<file path="src/pkg/tbr_pkg.sv">
// Package for the trace buffer register bank: selectors, fields, reset values, carriers.
// Assumes one core clock domain; the scan and AHB sides are already synchronised.
package tbr_pkg;

  // ******************************
  // Geometry
  // ******************************
  localparam int ADDR_W = 10;
  localparam int DATA_W = 24;
  localparam logic [31:0] ENTRY_COUNT = 32'h0000_0400;
  localparam logic [5:0] ENTRY_BITS_24 = 6'h18;
  localparam logic [5:0] ENTRY_BITS_32 = 6'h20;
  // Arbitrary neutral identification value
  localparam logic [31:0] ID_CONSTANT = 32'h5a5a_0001;
  localparam int FIFO_DEPTH = 8;

  // ******************************
  // Register selectors
  // ******************************
  localparam logic [6:0] SEL_ID = 7'h00;
  localparam logic [6:0] SEL_COUNT = 7'h01;
  localparam logic [6:0] SEL_WIDTH = 7'h02;
  localparam logic [6:0] SEL_STATUS = 7'h03;
  localparam logic [6:0] SEL_READOUT = 7'h04;
  localparam logic [6:0] SEL_RPTR = 7'h05;
  localparam logic [6:0] SEL_WPTR = 7'h06;
  localparam logic [6:0] SEL_TRIG = 7'h07;
  localparam logic [6:0] SEL_CTRL = 7'h08;

  // ******************************
  // Field positions and resets
  // ******************************
  localparam int CTRL_CAPTURE = 0;
  localparam int CTRL_DEMUX = 1;
  localparam int CTRL_BUS_SEL = 2;
  localparam int ST_FULL = 0;
  localparam int ST_TRIG = 1;
  localparam int ST_DONE = 2;
  localparam int ST_DRAINED = 3;
  localparam logic RST_BUS_SEL = 1'b1;

  typedef struct packed {
    logic valid;
    logic write;
    logic from_scan;
    logic [6:0] sel;
    logic [31:0] wdata;
  } tbr_req_type;

  typedef struct packed {
    logic valid;
    logic [DATA_W-1:0] data;
    logic trigger;
  } tbr_word_type;

endpackage

</file>
<file path="src/rtl/tbr_fifo.sv">
// Parameterised synchronous FIFO with valid/ready on both sides.
// Assumes a single clock; push and pop may happen in the same cycle.
`timescale 1ns/1ps
module tbr_fifo #(
  parameter int WIDTH = 25,
  parameter int DEPTH = 8
) (
  // Clock and reset
  input wire logic i_mclk,
  input wire logic i_rst,
  input wire logic i_ce,
  // Fill side
  input wire logic i_valid,
  input wire logic [WIDTH-1:0] i_data,
  output logic o_ready,
  // Drain side
  output logic o_valid,
  output logic [WIDTH-1:0] o_data,
  input wire logic i_ready
);
  localparam int PW = $clog2(DEPTH);
  logic [WIDTH-1:0] mem [DEPTH];
  logic [PW:0] wp_q, rp_q;
  logic push, pop;

  assign o_ready = (wp_q - rp_q) != (PW+1)'(DEPTH);
  assign o_valid = wp_q != rp_q;
  assign o_data = mem[rp_q[PW-1:0]];
  assign push = i_valid && o_ready;
  assign pop = o_valid && i_ready;

  always_ff @(posedge i_mclk) begin
    if (i_rst) begin
      wp_q <= '0;
      rp_q <= '0;
    end else if (i_ce) begin
      if (push) begin
        mem[wp_q[PW-1:0]] <= i_data;
        wp_q <= wp_q + 1'b1;
      end
      if (pop) begin
        rp_q <= rp_q + 1'b1;
      end
    end
  end
endmodule

</file>
<file path="src/rtl/tbr_regs.sv">
// Register bank of the trace capture buffer, with capture pointer logic.
// Assumes requests are one-cycle pulses already in this clock domain and
// the trace RAM returns read data one cycle after its address.
//
// Behaviour
// - All register bits reset to zero except the bus access select bit and status bit 2 (counter at zero).
// - Selectors 0 to 8 are decoded; 9 to 127 read zero, writes ignored.
// - Register 0 returns a fixed 32-bit identification constant.
// - Register 1 returns the fixed number of RAM entries.
// - Register 2 returns entry width in bits 5:0; always 24.
// - Status bit 3 shows formatter pipeline drained after capture stops.
// - Status bit 2 shows post-trigger counter reached zero.
// - Status bit 1 sets when a trigger word arrives.
// - Status bit 0 sets when capture pointer wraps to zero.
// - All status flags except bit 2 clear in the cycle capture becomes enabled.
// - Readout read returns RAM word; with capture off it also bumps read pointer, starts new access.
// - Read pointer write loads it and raises read address updated.
// - Pointer and counter writes are blocked while capture is enabled.
// - Capture pointer advances per valid formatter word during capture.
// - After trigger, store post-trigger count plus one words then stop.
// - Control bit 0 drives capture enable and RAM write mode.
// - Control bit 1 selects demultiplexed memory support.
// - Bus select bit resets to one, scan-only; zero blocks AHB access.
`timescale 1ns/1ps
module tbr_regs (
  // Clock and reset
  input wire logic i_mclk,
  input wire logic i_rst,
  input wire logic i_ce,
  // Register request and answer
  input wire tbr_pkg::tbr_req_type i_req,
  input wire logic i_intest,
  output logic o_rvalid,
  output logic [31:0] o_rdata,
  // Formatter stream
  input wire tbr_pkg::tbr_word_type i_word,
  output logic o_word_ready,
  input wire logic i_fmt_idle,
  // Trace RAM
  input wire logic [31:0] i_ram_rdata,
  output logic o_ram_cs,
  output logic o_ram_we,
  output logic [tbr_pkg::ADDR_W-1:0] o_ram_addr,
  output logic [31:0] o_ram_wdata,
  // Control outputs
  output logic o_capture_enable,
  output logic o_demux,
  output logic o_bus_access_select,
  output logic o_read_address_updated
);
  localparam int AW = tbr_pkg::ADDR_W;

  // ******************************
  // State
  // ******************************
  typedef struct packed {
    logic cap;
    logic demux;
    logic bus_sel;
    logic [AW-1:0] rptr;
    logic [AW-1:0] wptr;
    logic [AW-1:0] tcnt;
    logic full;
    logic trig;
    logic stopped;
    logic rvalid;
    logic [31:0] rdata;
    logic ram_cs;
    logic ram_we;
    logic [AW-1:0] ram_addr;
    logic [31:0] ram_wdata;
    logic rd_upd;
    logic rd_wait;
    logic [31:0] hold;
  } tbr_state_type;

  tbr_state_type s_q, s_d;
  logic f_valid, f_ready, f_trig;
  logic [tbr_pkg::DATA_W-1:0] f_data;
  logic acc, wr, rd, locked, store;

  function automatic logic [31:0] zext(input logic [AW-1:0] v);
    zext = {{(32-AW){1'b0}}, v};
  endfunction

  // ******************************
  // Stream buffer
  // ******************************
  // Words queue here while capture is disabled; a full queue stalls the formatter.
  tbr_fifo #(
    .WIDTH(tbr_pkg::DATA_W + 1),
    .DEPTH(tbr_pkg::FIFO_DEPTH)
  ) u_fifo (
    .i_mclk(i_mclk),
    .i_rst(i_rst),
    .i_ce(i_ce),
    .i_valid(i_word.valid),
    .i_data({i_word.trigger, i_word.data}),
    .o_ready(o_word_ready),
    .o_valid(f_valid),
    .o_data({f_trig, f_data}),
    .i_ready(f_ready)
  );

  // ******************************
  // Next state
  // ******************************
  always_comb begin
    s_d = s_q;
    acc = i_req.valid && (i_req.from_scan || s_q.bus_sel);
    wr = acc && i_req.write;
    rd = acc && !i_req.write;
    locked = s_q.cap;
    f_ready = s_q.cap;
    store = f_valid && s_q.cap && !s_q.stopped;
    s_d.rvalid = rd;
    s_d.ram_cs = 1'b0;
    s_d.ram_we = 1'b0;
    s_d.rd_upd = 1'b0;
    if (rd) begin
      unique case (i_req.sel)
        tbr_pkg::SEL_ID: s_d.rdata = tbr_pkg::ID_CONSTANT;
        tbr_pkg::SEL_COUNT: s_d.rdata = tbr_pkg::ENTRY_COUNT;
        tbr_pkg::SEL_WIDTH: s_d.rdata = {26'h0, tbr_pkg::ENTRY_BITS_24};
        tbr_pkg::SEL_STATUS: s_d.rdata = {28'h0, (!s_q.cap && i_fmt_idle),
            (s_q.tcnt == '0), s_q.trig, s_q.full};
        tbr_pkg::SEL_READOUT: begin
          // Data prefetched at the read pointer; the pointer bumps now, the next word's RAM fetch goes out a cycle later
          s_d.rdata = {8'h00, s_q.hold[tbr_pkg::DATA_W-1:0]};
          if (!s_q.cap) begin
            s_d.rptr = s_q.rptr + 1'b1;
            s_d.rd_upd = 1'b1;
          end
        end
        tbr_pkg::SEL_RPTR: s_d.rdata = zext(s_q.rptr);
        tbr_pkg::SEL_WPTR: s_d.rdata = zext(s_q.wptr);
        tbr_pkg::SEL_TRIG: s_d.rdata = zext(s_q.tcnt);
        tbr_pkg::SEL_CTRL: s_d.rdata = {29'h0, s_q.bus_sel, s_q.demux, s_q.cap};
        default: s_d.rdata = 32'h0;
      endcase
    end
    if (wr) begin
      unique case (i_req.sel)
        tbr_pkg::SEL_RPTR: begin
          if (!locked) begin
            s_d.rptr = i_req.wdata[AW-1:0];
            s_d.rd_upd = 1'b1;
          end
        end
        tbr_pkg::SEL_WPTR: begin
          if (!locked) begin
            s_d.wptr = i_req.wdata[AW-1:0];
          end
        end
        tbr_pkg::SEL_TRIG: begin
          if (!locked) begin
            s_d.tcnt = i_req.wdata[AW-1:0];
          end
        end
        tbr_pkg::SEL_CTRL: begin
          s_d.cap = i_req.wdata[tbr_pkg::CTRL_CAPTURE];
          s_d.demux = i_req.wdata[tbr_pkg::CTRL_DEMUX];
          if (i_req.from_scan && i_req.wdata[tbr_pkg::CTRL_BUS_SEL]) begin
            s_d.bus_sel = 1'b1;
          end
        end
        default: begin
        end
      endcase
    end
    if (store) begin
      s_d.ram_cs = 1'b1;
      s_d.ram_we = 1'b1;
      s_d.ram_addr = s_q.wptr;
      s_d.ram_wdata = {8'h00, f_data};
      s_d.wptr = s_q.wptr + 1'b1;
      if (s_q.wptr == '1) begin
        s_d.full = 1'b1;
      end
      if (f_trig) begin
        s_d.trig = 1'b1;
      end
      if (s_q.trig) begin
        // Trigger word is not counted; count plus one words follow it
        if (s_q.tcnt == '0) begin
          s_d.stopped = 1'b1;
        end else begin
          s_d.tcnt = s_q.tcnt - 1'b1;
        end
      end
    end else if (s_q.rd_upd) begin
      s_d.ram_cs = 1'b1;
      s_d.ram_addr = s_q.rptr;
    end
    // RAM takes the strobe on the next edge; its data stands a cycle after that
    s_d.rd_wait = s_q.ram_cs && !s_q.ram_we;
    if (s_q.rd_wait) begin
      s_d.hold = i_ram_rdata;
    end
    if (i_intest) begin
      s_d.bus_sel = 1'b0;
    end
    if (s_d.cap && !s_q.cap) begin
      s_d.full = 1'b0;
      s_d.trig = 1'b0;
      s_d.stopped = 1'b0;
    end
  end

  always_ff @(posedge i_mclk) begin
    if (i_rst) begin
      s_q <= '0;
      s_q.bus_sel <= tbr_pkg::RST_BUS_SEL;
    end else if (i_ce) begin
      s_q <= s_d;
    end
  end

  assign o_rvalid = s_q.rvalid;
  assign o_rdata = s_q.rdata;
  assign o_ram_cs = s_q.ram_cs;
  assign o_ram_we = s_q.ram_we;
  assign o_ram_addr = s_q.ram_addr;
  assign o_ram_wdata = s_q.ram_wdata;
  assign o_capture_enable = s_q.cap;
  assign o_demux = s_q.demux;
  assign o_bus_access_select = s_q.bus_sel;
  assign o_read_address_updated = s_q.rd_upd;
endmodule
</file>
<file path="config.mk">
export PLATFORM = sky130hd
export DESIGN_NAME = tbr_regs
export DESIGN_NICKNAME = d
export VERILOG_FILES = /design/src/pkg/tbr_pkg.sv /design/src/rtl/tbr_fifo.sv /design/src/rtl/tbr_regs.sv
export SDC_FILE = /design/constraint.sdc
export NUM_CORES = 1
export LEC_CHECK = 0
export ABC_AREA = 1
export BUFFER_PORTS_ARGS = -buffer_cell sky130_fd_sc_hd__buf_4
export CAP_MARGIN = 40
export CORE_MARGIN = 5
export CORE_UTILIZATION = 45
export DETAILED_ROUTE_END_ITERATION = 7
export GPL_ROUTABILITY_DRIVEN = 0
export GPL_TIMING_DRIVEN = 0
export PLACE_DENSITY_LB_ADDON = 0.1
export SLEW_MARGIN = 20
export SYNTH_ARGS = -nofsm -noshare
export SYNTH_HDL_FRONTEND = slang
export SYNTH_HIERARCHICAL = 1
export SYNTH_SLANG_ARGS = --single-unit
export TNS_END_PERCENT = 20
</file>
<file path="constraint.sdc">
create_clock -name i_mclk -period 4.3 [get_ports i_mclk]
set_clock_uncertainty 0.1 [all_clocks]
set_input_delay 0.86 -clock i_mclk [delete_from_list [all_inputs] [get_ports i_mclk]]
set_output_delay 0.86 -clock i_mclk [all_outputs]
set_load 0.02 [all_outputs]
</file>
==> results.sh <==
export IMPL_status="complete, no violations"
export IMPL_total_power_mw=6.84
export IMPL_coreArea_um2=33400
export IMPL_synth_top_area_frac=0.396
export IMPL_yosysTopAreaCell="edfxtp_1"
export IMPL_syn_inst=1653
export IMPL_grt_overflow=0
export IMPL_hp_class="reg -> reg"
export IMPL_io_pins=187
export IMPL_nets=1968
export IMPL_cp_required_ps=3340
export IMPL_postCtsSetupBuffers=0
export IMPL_setup_viol=0
export IMPL_vias=12200
export IMPL_cts_clk_slew_worst_paths_ps=60
export IMPL_initial_core_util=0.454
export IMPL_netlist_area_um2=15200
export IMPL_hold_violations=0
export IMPL_grt_pass1_vias=11700
export IMPL_period_needed_ps=2910
export IMPL_die_area_um2=37500
export IMPL_numCtsBuffers=37
export IMPL_worstReg2RegStart="u_fifo/wp_q[0]"
export IMPL_final_antenna_net_count=0
export IMPL_syn_area_per_cell_um2=9.19
export IMPL_die_y_um=194
export IMPL_yosysUniqueCellTypes=48
export IMPL_startpoint="u_fifo/wp_q[0]"
export IMPL_synth_seq_cells=335
export IMPL_rows=67
export IMPL_grt_max_degree=22
export IMPL_max_freq_mhz=344
export IMPL_rsz0062_at_grt="no"
export IMPL_crit_arrival_ps=1950
export IMPL_drv_slew=0
export IMPL_placed_area_um2=17100
export IMPL_min_from="o_rdata[9]"
export IMPL_dr_pass1_iters=5
export IMPL_grt_pass1_wl_um=65600
export IMPL_htree_levels=2
export IMPL_portBuffers=143
export IMPL_cts_tree="yes"
export IMPL_area_growth_pct=20.6
export IMPL_p_leak_nw=7.06
export IMPL_worstPathMaxFanout=9
export IMPL_yosys_warnings=6
export IMPL_worstSetupEndpointType="primary output"
export IMPL_pwr_density_cell_nw_per_um2=374
export IMPL_vdd_drop_max_uv=343
export IMPL_drive_above_1_share=0.199
export IMPL_yosysSeqAreaShare=0.574
export IMPL_maxCapViolations=0
export IMPL_vias_per_cell=5.23
export IMPL_cts_resized=0
export IMPL_grt_usage=0.218
export IMPL_relSlewSlack=0.432
export IMPL_worstSetupPathType="reg -> out"
export IMPL_die_w_um=194
export IMPL_cts_hold_buf=0
export IMPL_insertion_delay_ps=530
export IMPL_clock_sinks=335
export IMPL_drc_errors=0
export IMPL_final_util=0.547
export IMPL_setup_tns_ps=0
export IMPL_hold_ws_ps=361
export IMPL_clk_path_buf_depth=3
export IMPL_root_buffer="clkbuf_16"
export IMPL_most_common_layout_cells="nand2_1, nor2_1, buf_4, edfxtp_1, dfxtp_1"
export IMPL_finalCritPeriodShare=0.677
export IMPL_final_common_cell="nand2_1"
export IMPL_drt_initial_drc_count=810
export IMPL_fin_area_um2=18300
export IMPL_antenna_found_initial=2
export IMPL_crit_path_start_kind="flop"
export IMPL_worstMarginPinSlew_ps=852
export IMPL_dpl_hpwl_um=30000
export IMPL_wl_um=42500
export IMPL_wl_per_cell_um=18.2
export IMPL_synth_area_top_cells="edfxtp_1, dfxtp_1, nand2_1"
through the flow:
step / std cells / worst slack, ps
detailed placement: 2263 / 1110
finish: 2331 / 1390
CTS: 2329 / 1380
global route: 2330 / 1240
floorplan: 1664 / 1440
global placement: 2255 / 129
cells in the mapped netlist (all sizes together):
library cell	number
a32oi	9
xor2	4
dfxtp	135
o21ai	136
a32o	1
nand3	77
nor4	1
nor3	14
nand3b	1
xnor2	2
edfxtp	200
a22oi	1
clkinv	3
clkbuf	34
conb	1
o21bai	1
or2	1
a22o	1
nand2	351
ha	9
nand4	12
o22ai	8
nor2	277
a31oi	14
inv	99
o32ai	50
o2111ai	1
o211ai	7
buf	125
a21oi	78
layer usage:
metal / vias up / track usage / part of all wire
li1: 5955 / - / -
met3: 89 / 0.0328 / 0.059
met5: - / 0 / 0
met1: 5743 / 0.289 / 0.43
met2: 397 / 0.367 / 0.48
met4: 0 / 0.0782 / 0.034
flip-flops by register name, indices dropped and copies added, names as in the netlist, named ones only:
signal,count
o_bus_access_select,1
o_capture_enable,1
o_demux,1
o_ram_addr,10
o_ram_cs,1
o_ram_wdata,24
o_ram_we,1
o_rdata,25
o_read_address_updated,1
o_rvalid,1
s_q,57
u_fifo/mem,200
u_fifo/rp_q,4
u_fifo/wp_q,4
critical path, cell delays in order, from the launching register on:
cell and delay (ps):
dfxtp_1 460, inv_1 100, ha_1 290, nand2_1 50
inv_1 70, nand2_1 60, inv_2 60, nand3_4 140
buf_4 200
power by group:
part | total [mW] | switching (mW) | leakage (nW) | internal (mW)
Clock | 3.06 | 1.25 | 0.572 | 1.81
Sequential | 3.45 | 0.0174 | 2.89 | 3.43
Combinational | 0.331 | 0.209 | 3.59 | 0.122
cell type report:
| class | count | area [um^2] |
|---|---|---|
| Antenna cell | 2 | 5.00 |
| Buffer | 159 | 972 |
| Clock buffer | 55 | 1040 |
| Clock inverter | 11 | 128 |
| Fill cell | 3063 | 15100 |
| Inverter | 102 | 384 |
| Multi-Input combinational cell | 1068 | 5220 |
| Sequential cell | 335 | 8710 |
| Tap cell | 448 | 561 |
| Timing Repair Buffer | 151 | 1290 |
path summary, 6_finish.rpt:
path                                          end  slack, ps  depth (start not counted)
worst max-delay path                 o_word_ready       1390                          8
worst min-delay path                   o_rdata[9]        360                          2
worst max register to register  u_fifo/mem[5][24]       1540                         12
worst min register to register         o_rdata[9]        360                          2
kinds of logic after synthesis:
kind of cell	share of synthesized area
flip-flops	0.574
buffers and inverters	0.0893
XOR/XNOR	0.00346
adder cells (fa/ha/maj)	0.00742
AND/OR/NAND/NOR	0.205
other	0.000247
AO/OA/AOI/OAI	0.121
No activity file was read; power rests on OpenSTA's default activity.
